File: src/core/pps_defines.vh
`ifndef PPS_DEFINES_VH
`define PPS_DEFINES_VH
// register byte addresses
`define PPS_ADDR_CTRL 12'h000
`define PPS_ADDR_INDATA 12'h004
`define PPS_ADDR_PINEN 12'h008
`define PPS_ADDR_STAT 12'h00c
`define PPS_ADDR_WRITE_TARGET_BITS 12'h010
`define PPS_ADDR_OUTBUF 12'h014
// control register fields
`define PPS_CTRL_CSF_HI 7
`define PPS_CTRL_CSF_LO 6
`define PPS_CTRL_MUX_HI 9
`define PPS_CTRL_MUX_LO 8
`define PPS_CTRL_WIDE 10
`define PPS_CTRL_MODE_HI 12
`define PPS_CTRL_MODE_LO 11
`define PPS_CTRL_EXTENDED_ADDRESS_SETTING 16
`define PPS_CTRL_SPLIT 17
`define PPS_CTRL_MASK 32'h0003_1fc0
// port modes
`define PPS_MODE_MASTER 2'h3
`define PPS_MODE_ESLAVE 2'h1
// status fields
`define PPS_ST_IFULL 15
`define PPS_ST_IOVF 14
`define PPS_ST_OEMPTY 7
`define PPS_ST_OUNDF 6
`define PPS_STAT_RESET 32'h0000_008f
`define PPS_PINEN_MASK 32'h00ff_ffff
`define PPS_WRITE_TARGET_BITS_MASK 32'h00ff_ffff
`endif

File: src/core/pps_port.v
`include "pps_defines.vh"
module pps_port (
  // apb slave
  input wire pclk,
  input wire presetn,
  input wire psel,
  input wire penable,
  input wire pwrite,
  input wire [11:0] paddr,
  input wire [31:0] pwdata,
  output reg [31:0] prdata,
  output reg pready,
  output reg pslverr,
  // master-mode transaction request to the strobe engine
  output reg xfer_start,
  output reg xfer_write,
  output reg xfer_wide,
  output reg [15:0] xfer_wdata,
  output reg [23:0] xfer_addr,
  input wire xfer_done,
  input wire [15:0] xfer_rdata,
  // pad ownership, one bit per address pad
  output reg [23:0] pad_owned,
  output reg [1:0] pad_select_use,
  output reg [1:0] pad_latch_use,
  // external host slave side, byte slot per access
  input wire host_wr,
  input wire host_rd,
  input wire [1:0] host_slot,
  input wire [7:0] host_wdata,
  output reg [7:0] host_rdata
);

  reg [31:0] port_control_reg;
  reg [15:0] input_data_reg;
  reg [23:0] pin_enable_reg;
  reg [23:0] write_target_address_reg;
  reg [3:0] in_full_reg;
  reg [3:0] out_empty_reg;
  reg ovf_reg;
  reg unf_reg;
  reg [7:0] in_buf [0:3];
  reg [7:0] out_buf [0:3];
  reg busy_reg;
  reg [31:0] rd_mux;
  reg [31:0] stat_word;

  wire [1:0] mode = port_control_reg[`PPS_CTRL_MODE_HI:`PPS_CTRL_MODE_LO];
  wire master = (mode == `PPS_MODE_MASTER);
  wire wide = port_control_reg[`PPS_CTRL_WIDE];
  wire split = port_control_reg[`PPS_CTRL_SPLIT];
  wire extended_address_setting = port_control_reg[`PPS_CTRL_EXTENDED_ADDRESS_SETTING];
  wire [1:0] select_function_field = port_control_reg[`PPS_CTRL_CSF_HI:`PPS_CTRL_CSF_LO];
  wire [1:0] amux = port_control_reg[`PPS_CTRL_MUX_HI:`PPS_CTRL_MUX_LO];
  wire setup = psel & ~penable;
  wire acc = psel & penable & pready;
  wire wr_acc = acc & pwrite;
  wire rd_acc = acc & ~pwrite;

  // address match helper, used by every decode
  function hit;
    input [11:0] a;
    input [11:0] r;
    begin
      hit = (a == r);
    end
  endfunction

  // master-mode trigger; host slots belong to the slave modes only
  wire trig_ok = master & ~split & ~busy_reg;
  wire trig_wr = wr_acc & hit(paddr, `PPS_ADDR_INDATA) & trig_ok;
  wire trig_rd = rd_acc & hit(paddr, `PPS_ADDR_INDATA) & trig_ok;
  wire slave = ~master;
  wire hwr = host_wr & slave;
  wire hrd = host_rd & slave;
  wire sw_in_rd = rd_acc & hit(paddr, `PPS_ADDR_INDATA) & slave;
  wire sw_out_wr = wr_acc & hit(paddr, `PPS_ADDR_OUTBUF) & slave;
  wire sw_stat_wr = wr_acc & hit(paddr, `PPS_ADDR_STAT);

  // apb answers in the access cycle; wait only while a port transfer runs
  always @* begin
    rd_mux = 32'h0000_0000;
    stat_word = 32'h0000_0000;
    stat_word[`PPS_ST_IFULL] = &in_full_reg;
    stat_word[`PPS_ST_IOVF] = ovf_reg;
    stat_word[11:8] = in_full_reg;
    stat_word[`PPS_ST_OEMPTY] = &out_empty_reg;
    stat_word[`PPS_ST_OUNDF] = unf_reg;
    stat_word[3:0] = out_empty_reg;
    if (hit(paddr, `PPS_ADDR_CTRL)) begin
      rd_mux = port_control_reg;
    end else if (hit(paddr, `PPS_ADDR_INDATA)) begin
      rd_mux = {16'h0000, input_data_reg};
    end else if (hit(paddr, `PPS_ADDR_PINEN)) begin
      rd_mux = {8'h00, pin_enable_reg};
    end else if (hit(paddr, `PPS_ADDR_STAT)) begin
      rd_mux = stat_word;
    end else if (hit(paddr, `PPS_ADDR_WRITE_TARGET_BITS)) begin
      rd_mux = {8'h00, write_target_address_reg};
    end else if (hit(paddr, `PPS_ADDR_OUTBUF)) begin
      rd_mux = {out_buf[3], out_buf[2], out_buf[1], out_buf[0]};
    end
  end

  wire mapped = hit(paddr, `PPS_ADDR_CTRL) | hit(paddr, `PPS_ADDR_INDATA) | hit(paddr, `PPS_ADDR_PINEN) |
    hit(paddr, `PPS_ADDR_STAT) | hit(paddr, `PPS_ADDR_WRITE_TARGET_BITS) | hit(paddr, `PPS_ADDR_OUTBUF);
  // a trigger access stalls until the port engine is idle, so none is dropped
  wire stall = hit(paddr, `PPS_ADDR_INDATA) & master & ~split & busy_reg;

  // bus handshake and read data
  always @(posedge pclk or negedge presetn) begin
    if (!presetn) begin
      pready <= 1'b0;
      pslverr <= 1'b0;
      prdata <= 32'h0000_0000;
    end else begin
      pready <= 1'b0;
      pslverr <= 1'b0;
      if (psel & ~pready & (setup | penable) & ~stall) begin
        pready <= 1'b1;
        pslverr <= ~mapped;
        prdata <= mapped ? rd_mux : 32'h0000_0000;
      end
    end
  end

  // software-written configuration registers
  always @(posedge pclk or negedge presetn) begin
    if (!presetn) begin
      port_control_reg <= 32'h0000_0000;
      pin_enable_reg <= 24'h00_0000;
      write_target_address_reg <= 24'h00_0000;
    end else if (wr_acc) begin
      if (hit(paddr, `PPS_ADDR_CTRL)) begin
        port_control_reg <= pwdata & `PPS_CTRL_MASK;
      end
      if (hit(paddr, `PPS_ADDR_PINEN)) begin
        pin_enable_reg <= pwdata[23:0]; // upper bits dropped
      end
      if (hit(paddr, `PPS_ADDR_WRITE_TARGET_BITS)) begin
        write_target_address_reg <= pwdata[23:0];
      end
    end
  end

  // input data: software writes, or read data returned by the port
  always @(posedge pclk or negedge presetn) begin
    if (!presetn) begin
      input_data_reg <= 16'h0000;
    end else if (busy_reg & xfer_done & ~xfer_write) begin
      input_data_reg <= wide ? xfer_rdata : {8'h00, xfer_rdata[7:0]};
    end else if (wr_acc & hit(paddr, `PPS_ADDR_INDATA)) begin
      input_data_reg <= wide ? pwdata[15:0] : {8'h00, pwdata[7:0]};
    end
  end

  // transaction launch: one pulse per trigger access
  always @(posedge pclk or negedge presetn) begin
    if (!presetn) begin
      xfer_start <= 1'b0;
      xfer_write <= 1'b0;
      xfer_wide <= 1'b0;
      xfer_wdata <= 16'h0000;
      busy_reg <= 1'b0;
    end else begin
      xfer_start <= 1'b0;
      if (busy_reg & xfer_done) begin
        busy_reg <= 1'b0;
      end
      // a data word write in master mode with split off is a trigger in either width; narrow mode sends only the low byte
      if (trig_wr & (wide ? 1'b1 : 1'b1)) begin
        xfer_start <= 1'b1;
        xfer_write <= 1'b1;
        xfer_wide <= wide;
        xfer_wdata <= wide ? pwdata[15:0] : {8'h00, pwdata[7:0]};
        busy_reg <= 1'b1;
      end else if (trig_rd) begin
        xfer_start <= 1'b1;
        xfer_write <= 1'b0;
        xfer_wide <= wide;
        busy_reg <= 1'b1;
      end
    end
  end

  // target address: write target register only counts when split buffers are on
  always @(posedge pclk or negedge presetn) begin
    if (!presetn) begin
      xfer_addr <= 24'h00_0000;
    end else begin
      xfer_addr <= split ? write_target_address_reg : 24'h00_0000;
    end
  end

  // pad ownership from pin enables and control fields
  always @(posedge pclk or negedge presetn) begin
    if (!presetn) begin
      pad_owned <= 24'h00_0000;
      pad_select_use <= 2'b00;
      pad_latch_use <= 2'b00;
    end else begin
      pad_owned[23:16] <= (master & extended_address_setting) ? pin_enable_reg[23:16] : 8'h00;
      pad_owned[15:14] <= pin_enable_reg[15:14];
      pad_owned[13:2] <= pin_enable_reg[13:2];
      pad_owned[1:0] <= pin_enable_reg[1:0];
      // csf 00 keeps address, 01 uses bit 15 as select, 10 uses both
      pad_select_use[1] <= pin_enable_reg[15] & (select_function_field != 2'b00);
      pad_select_use[0] <= pin_enable_reg[14] & (select_function_field == 2'b10);
      pad_latch_use <= pin_enable_reg[1:0] & {2{amux != 2'b00}};
    end
  end

  // slave byte buffers and status flags; hardware set wins over software clear
  integer i;
  always @(posedge pclk or negedge presetn) begin
    if (!presetn) begin
      in_full_reg <= 4'h0;
      out_empty_reg <= 4'hf;
      ovf_reg <= 1'b0;
      unf_reg <= 1'b0;
      host_rdata <= 8'h00;
      for (i = 0; i < 4; i = i + 1) begin
        in_buf[i] <= 8'h00;
        out_buf[i] <= 8'h00;
      end
    end else begin
      // software clears by writing zero; writing one has no effect
      if (sw_stat_wr & ~pwdata[`PPS_ST_IOVF]) begin
        ovf_reg <= 1'b0;
      end
      if (sw_stat_wr & ~pwdata[`PPS_ST_OUNDF]) begin
        unf_reg <= 1'b0;
      end
      if (sw_in_rd) begin
        in_full_reg <= 4'h0;
      end
      if (sw_out_wr) begin
        out_empty_reg <= 4'h0;
        for (i = 0; i < 4; i = i + 1) begin
          out_buf[i] <= pwdata[8*i +: 8];
        end
      end
      if (hwr) begin
        if (in_full_reg[host_slot]) begin
          ovf_reg <= 1'b1;
        end else begin
          in_buf[host_slot] <= host_wdata;
          in_full_reg[host_slot] <= 1'b1;
        end
      end
      if (hrd) begin
        host_rdata <= out_buf[host_slot];
        if (out_empty_reg[host_slot]) begin
          unf_reg <= 1'b1;
        end else begin
          out_empty_reg[host_slot] <= 1'b1; // sent
        end
      end
    end
  end

endmodule // pps_port
File: config.mk
export PLATFORM = sky130hd
export DESIGN_NAME = pps_port
export DESIGN_NICKNAME = d
export VERILOG_FILES = /design/src/core/pps_port.v
export VERILOG_INCLUDE_DIRS = /design/src /design/src/core
export SDC_FILE = /design/constraint.sdc
export NUM_CORES = 1
export LEC_CHECK = 0
export ABC_AREA = 1
export BUFFER_PORTS_ARGS = -buffer_cell sky130_fd_sc_hd__buf_2
export CAP_MARGIN = 30
export CORE_ASPECT_RATIO = 0.5
export CORE_MARGIN = 5
export CORE_UTILIZATION = 45
export DETAILED_ROUTE_END_ITERATION = 8
export PLACE_DENSITY = 0.67
export SYNTH_ARGS = -nofsm -noshare
export SYNTH_HDL_FRONTEND = slang
export SYNTH_SLANG_ARGS = --single-unit
export TNS_END_PERCENT = 20
File: constraint.sdc
create_clock -name pclk -period 1.85 [get_ports pclk]
set_clock_uncertainty 0.15 [all_clocks]
set_input_delay 0.2775 -clock pclk [delete_from_list [all_inputs] [get_ports pclk]]
set_output_delay 0.2775 -clock pclk [all_outputs]
set_load 0.01 [all_outputs]
==> flow_summary.ini, run 1 <==
[yosys]
yosysSeqAreaShare_pct = 58.3
synth.distinct_cells = 39
ys_warn_count = 0
syn_nets = 1164
yosys-top-cells-area = dfrtp_1, nand2_1, o21ai_0, inv_1, nand3_1
syn_area_sq_mm = 0.00984
synth_top_area_share_pct = 57.2
synth_top_area_cell = dfrtp_1
synthFlopType = dfrtp_1
synth_edf_count = 0
async_flop_share_pct = 100
ys_ff_latch = 229
synthCells = 1086
syn_area_per_cell_sq_um = 9.06

[timing]
period_minus_slack_ps = 1720
tns_ps = 0
fin_ws_ps = 126
worstMarginPinSlew_ps = 542
rsz0062_at_grt = no
finalSetupViolCount = 0
drv_slew = 0
fin_crit_sh_pct = 93.2
hold_viol_final = 0
max_slew_margin_pct = 63.9
fmax_mhz = 580

[route]
drtIter0Drc = 823
final_antenna_net_count = 0
vias_per_cell = 5.11
vias = 8543
first_pass_iters = 5
wl_microns = 31900
route.detailed.drc = 0
wire_per_inst_microns = 19.1

[clock_network]
cts_tree = yes
root_buffer = clkbuf_16
clock_path_buffers = 3
cts_sinks = 229
clock_latency_ps = 520
h-tree-depth = 1
clk_pin_slew_ps = 70
cts_made_buffers = 21

[finish]
syn_to_final_growth_pct = 29.0
top_regs = out_buf x32, prdata x32
drive_gt1_share_pct = 24.9
layout.nets = 1433
final_util_pct = 58.8
seq_area_sq_mm = 0.00574
fillers = 1967
multiInputGateArea_sq_mm = 0.00338

[global_routing]
grt_max_degree = 56
grt_use_met3_pct = 5.28
grtUsageTotal_pct = 25.7
grt_pass1_wl_microns = 49100
busiest_layer = met2
met1_usage_pct = 37.0
grt_pass1_vias = 8434
antenna_found_initial = 1
grt_overflow = 0
grtUsageMet2_pct = 40.7

[place]
io_buffers = 182
gp_congestion = 0.976
preCtsSetupSlack_ps = -156
hpwl_microns = 23700

[die]
boundaryPins = 191
die_w_microns = 219
die_h_microns = 115
dieArea_sq_mm = 0.0251
core_area_sq_mm = 0.0216
floorplan.initialDensity_pct = 45.6
row_count = 38

[worst_hold_path]
hold_depth = 5
hold_class = input port to flop

[worst_setup_path]
crit_fanout = 15
reg2reg_depth = 5
cp-end-kind = flop
rrSetupSlack_ps = 130
cp-start-kind = flop
critPathKind = flop to flop
required_ps = 2130
worst_ep_arrival_time_ps = 2000

[power_and_ir_drop]
ir_drop_mv = 0.458
leakage_nw = 6.72
power.density_mw_per_mm2 = 800

[outcome]
status = complete, no violations

[run]
cap_viol_max_count = 0
## cell type report
| class | count | area share [%] |
|---|---|---|
| clock inverter | 12 | 1.02 |
| tap | 300 | 2.96 |
| inverter | 123 | 3.68 |
| clock buffer | 26 | 4.52 |
| sequential | 229 | 45.2 |
| antenna | 2 | 0.0394 |
| timing repair buffer | 293 | 16.0 |
| multi-input combinational | 687 | 26.7 |
## placed cells by master (no fill, tap or decap), types with 6 or more instances in the layout
cell	count
a21oi_1	19
a22oi_1	8
a41oi_1	8
buf_12	12
buf_2	181
buf_4	51
clkbuf_16	21
clkinvlp_4	6
dfrtp_1	225
dlygate4sd3_1	47
inv_1	113
inv_2	6
mux2_4	8
nand2_1	315
nand2_2	7
nand3_1	59
nor2_1	36
nor2_4	7
nor3_1	6
o21ai_0	105
o21ai_1	47
o21ai_2	10
o21bai_1	8
## routing by layer
| layer | share of wire (%) | up-vias |
|---|---|---|
| met1 | 45 | 4132 |
| met2 | 45 | 314 |
| li1 | - | 4048 |
| met3 | 7.6 | 49 |
| met5 | 0 | - |
| met4 | 2.2 | 0 |
## cells by family after synthesis
logic type / Yosys count / synth area share, %
buffers and inverters: 170 / 7.40
muxes: 8 / 1.22
AOI/OAI and AO/OA: 223 / 12.8
and+or+nand+nor: 456 / 20.3
DFF: 229 / 58.3
## report_power, final
part / internal, mW / switching, mW / total, mW
sequential: 5.05 / 0.0331 / 5.08
clock: 2.51 / 1.97 / 4.49
combinational: 0.217 / 0.375 / 0.592
## Yosys cell counts (6+ instances only)
cell type,count
clkbuf_1,17
inv_2,6
nand3_1,59
o21ai_1,47
o21ai_2,10
nor2_4,7
a21oi_1,19
nor2_1,36
buf_6,6
nor3_1,6
buf_2,17
buf_4,6
nand2_1,315
inv_1,113
a22oi_1,8
o21bai_1,8
mux2_4,8
dfrtp_1,225
nand2_2,7
a41oi_1,8
o21ai_0,105
## critical path, stage by stage, from the launching register on
cell and delay [ps]:
dfrtp_1 390, nor2_1 290, nand2_1 210, inv_2 270, nand3_2 160, o21bai_1 170
## stage by stage
step	hold WS, ps	instance area, sq um	power (mW)	std cells
after floorplan	-168	9840	5.33	1086
after global placement	81.9	11500	5.67	1585
after detailed placement	85.2	11500	5.68	1585
after CTS	8.91	12700	10.2	1670
after global routing	35.6	12700	10.5	1671
final	24.7	12700	10.2	1672
## final timing paths
path	to	from
setup reg to reg	prdata[0]	pready
hold / removal	input_data_reg[10]	xfer_rdata[10]
setup / recovery	prdata[0]	pready
min in group asynchronous	xfer_wdata[0]	presetn
hold reg to reg	pad_owned[8]	pin_enable_reg[8]
max in group asynchronous	input_data_reg[12]	presetn
## what timing repair did
item	4_1_cts	5_1_grt
gates resized for setup	0	3
hold buffers	47	0
setup buffers	0	0
hold endpoints to repair	263	0
setup endpoints to repair	0	15
No activity file was read; power rests on OpenSTA's default activity.
==> run 2, diff against run 1 <==
--- a/config.mk
+++ b/config.mk
@@ -9,11 +9,13 @@
 export ABC_AREA = 1
 export BUFFER_PORTS_ARGS = -buffer_cell sky130_fd_sc_hd__buf_2
 export CAP_MARGIN = 30
+export CELL_PAD_IN_SITES_DETAIL_PLACEMENT = 1
+export CELL_PAD_IN_SITES_GLOBAL_PLACEMENT = 1
 export CORE_ASPECT_RATIO = 0.5
 export CORE_MARGIN = 5
-export CORE_UTILIZATION = 45
+export CORE_UTILIZATION = 42
 export DETAILED_ROUTE_END_ITERATION = 8
-export PLACE_DENSITY = 0.67
+export PLACE_DENSITY_LB_ADDON = 0.1
 export SYNTH_ARGS = -nofsm -noshare
 export SYNTH_HDL_FRONTEND = slang
 export SYNTH_SLANG_ARGS = --single-unit
==> constraint.sdc (replaced) <==
create_clock -name pclk -period 1.85 [get_ports pclk]
set_clock_uncertainty 0.15 [all_clocks]
set_input_delay 0.37 -clock pclk [delete_from_list [all_inputs] [get_ports pclk]]
set_output_delay 0.37 -clock pclk [all_outputs]
set_load 0.01 [all_outputs]
==> run 2 against run 1 <==
Clock power grew 16%. Die area rose by 6.7%. Flip-flop and latch count is the same. Largest cell class unchanged. Hold slack lost 5.1 ps. First-iteration DRC count fell by 18%. Critical endpoint is now xfer_wdata[9]. Final cell count is essentially flat. Utilization down 3.1 points. Combinational power increased by 1%. Register-to-register slack lost 20 ps. Sequential power about the same.
==> flow_summary.ini, run 2 (synthesis gave the netlist of run 1 again) <==
[timing]
fin_hold_ws_ps = 19.6
hold_viol_final = 0
fmax_mhz = 573
worstMarginPinSlew_ps = 503
finalSetupViolCount = 0
max_slew_margin_pct = 66.4
fin_crit_sh_pct = 94.3
drv_slew = 0
fin_ws_ps = 105
period_minus_slack_ps = 1740
rsz0062_at_grt = yes

[worst_setup_path]
path_cells = nand2_1, nor3_1, nand3_2, buf_12, nand2_1, o21ai_0
critical-path-max-stage-delay_ps = 420
cp_common_cell = nand2_1
crit_fanout = 33
cp-end-kind = flop
crit_slowest_cell = dfrtp_1
critPathKind = flop to flop
cp-start-kind = flop
worst_ep_arrival_time_ps = 1990
required_ps = 2090

[die]
die_h_microns = 118
die_w_microns = 226
row_count = 39
floorplan.initialDensity_pct = 42.9
boundaryPins = 191
core_area_sq_mm = 0.0229
dieArea_sq_mm = 0.0268

[place]
preCtsSetupSlack_ps = -256
gp_congestion = 0.904
hpwl_microns = 26500
io_buffers = 182

[clock_network]
cts_made_buffers = 23
root_buffer = clkbuf_16
cts_sinks = 229
cts_tree = yes
clk_pin_slew_ps = 70
clock_latency_ps = 520
h-tree-depth = 1
clock_path_buffers = 3

[outcome]
status = complete, no violations

[route]
wire_per_inst_microns = 21.5
drtIter0Drc = 678
vias_per_cell = 5.28
route.detailed.drc = 0
vias = 8829
wl_microns = 36000
final_antenna_net_count = 0
first_pass_iters = 5

[finish]
most-common-layout-cells = nand2_1, dfrtp_1, buf_2
drive_gt1_share_pct = 25.8
syn_to_final_growth_pct = 29.8
layout.nets = 1427
n_antenna_cell = 0
layout_commonest_cell = nand2_1
top_regs = out_buf x32, prdata x32

[worst_hold_path]
hold_class = input port to flop

[global_routing]
grt_pass1_vias = 9253
grtUsageTotal_pct = 26.7
grt_max_degree = 52
antenna_found_initial = 0
grt_overflow = 0
grt_pass1_wl_microns = 55200

[power_and_ir_drop]
power.density_mw_per_mm2 = 851
leakage_nw = 6.79
ir_drop_mv = 0.677

[run]
cap_viol_max_count = 0
## run 2: through the flow
| stage | TNS [ps] | utilization (%) | instances | total power, mW | cell area [sq um] |
|---|---|---|---|---|---|
| final | 0 | 55.7 | 1673 | 10.9 | 12800 |
| after global routing | -19.8 | 55.7 | 1673 | 11.2 | 12800 |
| after CTS | 0 | 55.5 | 1670 | 11.0 | 12700 |
| after detailed placement | -23090 | 50.6 | 1599 | 5.71 | 11600 |
| after global placement | -17330 | 50.6 | 1599 | 5.69 | 11600 |
| after floorplan | 0 | - | 1086 | 5.33 | 9840 |
## run 2: cell type report
| type | count | area [sq um] |
|---|---|---|
| fillers | 2698 | 10200 |
| clock buffers | 32 | 639 |
| inverters | 123 | 465 |
| clock inverters | 10 | 185 |
| well taps | 307 | 384 |
| repair buffers | 285 | 1970 |
| multi-input cells | 687 | 3390 |
| flip-flops and latches | 229 | 5740 |
## run 2: path summary, 6_finish.rpt
check,startpoint,to,slack [ps],cells past startpoint
setup / recovery,port_control_reg[12],xfer_wdata[9],110,6
min in group asynchronous,presetn,out_buf[25],160,2
hold reg to reg,pin_enable_reg[14],pad_owned[14],270,0
hold / removal,pwdata[5],input_data_reg[5],20,3
max in group asynchronous,presetn,out_empty_reg[3],710,3
setup reg to reg,port_control_reg[12],xfer_wdata[9],110,6
## run 2: where the power goes
part / switching (mW) / total [mW] / internal, mW
registers: 0.0332 / 5.08 / 5.05
logic: 0.391 / 0.600 / 0.209
clock network: 2.05 / 5.19 / 3.13
total: 2.48 / 10.9 / 8.39
## run 2: repair_timing
item / CTS / global route
setup buffers: 0 / 2
gates resized for setup: 0 / 6
hold buffers: 29 / 0
endpoints found under the hold margin: 249 / 0
setup endpoints to repair: 0 / 69
## run 2: critical path, delay by kind of cell, from the launching register on
| kind | cells | cell delay, ps |
|---|---|---|
| and+or+nand+nor | 4 | 740 |
| DFF | 1 | 420 |
| buffers and inverters | 1 | 190 |
| AOI/OAI and AO/OA | 1 | 100 |
## run 2: routing by layer
layer	part of all wire, %	global-route usage [%]	vias up	wire (microns)
li1	-	-	4033	-
met1	47	38.5	4507	16800
met5	0	0	-	0
met2	47	44.0	244	17000
met3	4.5	3.74	45	1620
met4	1.7	4.77	0	615
==> run 3, diff against run 2 <==
--- a/config.mk
+++ b/config.mk
@@ -16,6 +16,7 @@
 export CORE_UTILIZATION = 42
 export DETAILED_ROUTE_END_ITERATION = 8
 export PLACE_DENSITY_LB_ADDON = 0.1
+export SETUP_SLACK_MARGIN = 0.02
 export SYNTH_ARGS = -nofsm -noshare
 export SYNTH_HDL_FRONTEND = slang
 export SYNTH_SLANG_ARGS = --single-unit
==> constraint.sdc (replaced) <==
create_clock -name pclk -period 1.9 [get_ports pclk]
set_clock_uncertainty 0.15 [all_clocks]
set_input_delay 0.38 -clock pclk [delete_from_list [all_inputs] [get_ports pclk]]
set_output_delay 0.38 -clock pclk [all_outputs]
set_load 0.01 [all_outputs]
==> run 3 against run 2 <==
Final cell count about the same. Fmax shrank 2.3%. Largest cell class unchanged. First-iteration DRC count down 16%. Sequential power shrank 3%. Worst setup slack improved by 9.2 ps. Critical path type unchanged. Sequential share of layout area grew 0.34 points. Routed wire length is 2.7% lower. Global-route usage decreased by 0.29 points. Register-to-register slack is essentially flat.
==> flow_summary.ini, run 3 (synthesis gave the netlist of run 1 again) <==
[place]
preCtsSetupSlack_ps = -345
io_buffers = 182
gp_congestion = 0.888
hpwl_microns = 26700
place_area_sq_mm = 0.0116
dp_cells = 1607

[finish]
fillers = 2701
final_util_pct = 55.3
layout_commonest_cell = nand2_1
fin_area_sq_mm = 0.0127
drive_gt1_share_pct = 26.0
seq_area_sq_mm = 0.00574
multiInputGateArea_sq_mm = 0.00338
most-common-layout-cells = nand2_1, dfrtp_1, buf_2
layout.nets = 1429
n_antenna_cell = 0
top_regs = out_buf x32, prdata x32
syn_to_final_growth_pct = 28.8
fin_cells = 1674

[global_routing]
grt_max_degree = 44
grt_overflow = 0
antenna_found_initial = 0
grt_pass1_wl_microns = 54700
grt_pass1_vias = 9294
grtUsageTotal_pct = 26.4

[route]
vias = 8645
drtIter0Drc = 569
first_pass_iters = 5
route.detailed.drc = 0
final_antenna_net_count = 0
wl_microns = 35000
vias_per_cell = 5.16
wire_per_inst_microns = 20.9

[worst_setup_path]
required_ps = 2130
worst_ep_arrival_time_ps = 2010
cp-end-kind = flop
critPathKind = flop to flop
cp-start-kind = flop
crit_fanout = 18

[timing]
worstMarginPinSlew_ps = 536
finalSetupViolCount = 0
max_slew_margin_pct = 64.3
drv_slew = 0
fmax_mhz = 560
fin_hold_ws_ps = 2.80
fin_crit_sh_pct = 94.0
period_minus_slack_ps = 1790
hold_viol_final = 0
fin_ws_ps = 114
rsz0062_at_grt = no

[clock_network]
clock_latency_ps = 530
cts_sinks = 229
root_buffer = clkbuf_16
clock_path_buffers = 3
cts_made_buffers = 23
cts_setup_buffers = 0
h-tree-depth = 1
clk_pin_slew_ps = 60
cts_tree = yes

[die]
floorplan.initialDensity_pct = 42.9
dieArea_sq_mm = 0.0268
die_h_microns = 118
row_count = 39
core_area_sq_mm = 0.0229
boundaryPins = 191
die_w_microns = 226

[power_and_ir_drop]
ir_drop_mv = 0.468
power.density_mw_per_mm2 = 804
leakage_nw = 6.76

[outcome]
status = complete, no violations

[worst_hold_path]
hold_class = input port to flop

[run]
cap_viol_max_count = 0
[run 3: cell types whose count changed in the layout (fill, tap and decap cells not counted), sizes merged]
cell	change
clkbuf	+1
buf	+6
dlygate4sd3	-3
bufinv	-3
[run 3: metal layers]
layer  global-route usage, %  share of wire (%)  vias to the layer above
li1                        -                  -                     4042
met1                    38.4                 47                     4356
met2                    42.8                 47                      205
met3                    4.29                4.9                       42
met4                    4.51                1.7                        0
met5                       0                  0                        -
[run 3: where the power goes]
group	internal, mW	leakage (nW)	switching, mW
registers	4.92	3.08	0.0315
logic	0.191	3.30	0.369
clock network	2.71	0.377	1.97
[run 3: area by class of cell]
cell class / instances / share of cell area, %
Clock inverter: 7 / 0.750
Sequential cell: 229 / 45.2
Tap cell: 307 / 3.03
Multi-Input combinational cell: 687 / 26.7
Clock buffer: 34 / 5.26
Timing Repair Buffer: 287 / 15.4
Inverter: 123 / 3.66
[run 3: final timing paths]
kind,start,end,slack (ps),depth (start not counted)
worst max-delay path,pready,port_control_reg[6],110,6
worst min-delay path,xfer_rdata[3],input_data_reg[3],3,3
worst max register to register,pready,port_control_reg[6],110,6
worst min register to register,pin_enable_reg[4],pad_owned[4],270,0
max in group asynchronous,presetn,out_buf[7],770,3
min in group asynchronous,presetn,pad_owned[17],200,2
[run 3: per-stage QoR]
| stage | total power, mW | setup TNS, ps |
|---|---|---|
| after floorplan | 5.19 | 0 |
| after global placement | 5.54 | -20700 |
| after detailed placement | 5.56 | -36080 |
| after CTS | 10.3 | 0 |
| after global routing | 10.6 | 0 |
| final | 10.2 | 0 |
[run 3: timing repair]
item | CTS | global route
hold endpoints to repair | 218 | 0
hold buffers | 26 | 0
setup endpoints to repair | 13 | 0
gates resized for setup | 2 | 0
[run 3: critical path: stages (launching register included)]
cell and delay [ps]:
dfrtp_1 450, nand3_1 180, nor2_4 230, buf_4 170
nand2_2 250, nand2_1 140, o21ai_1 80
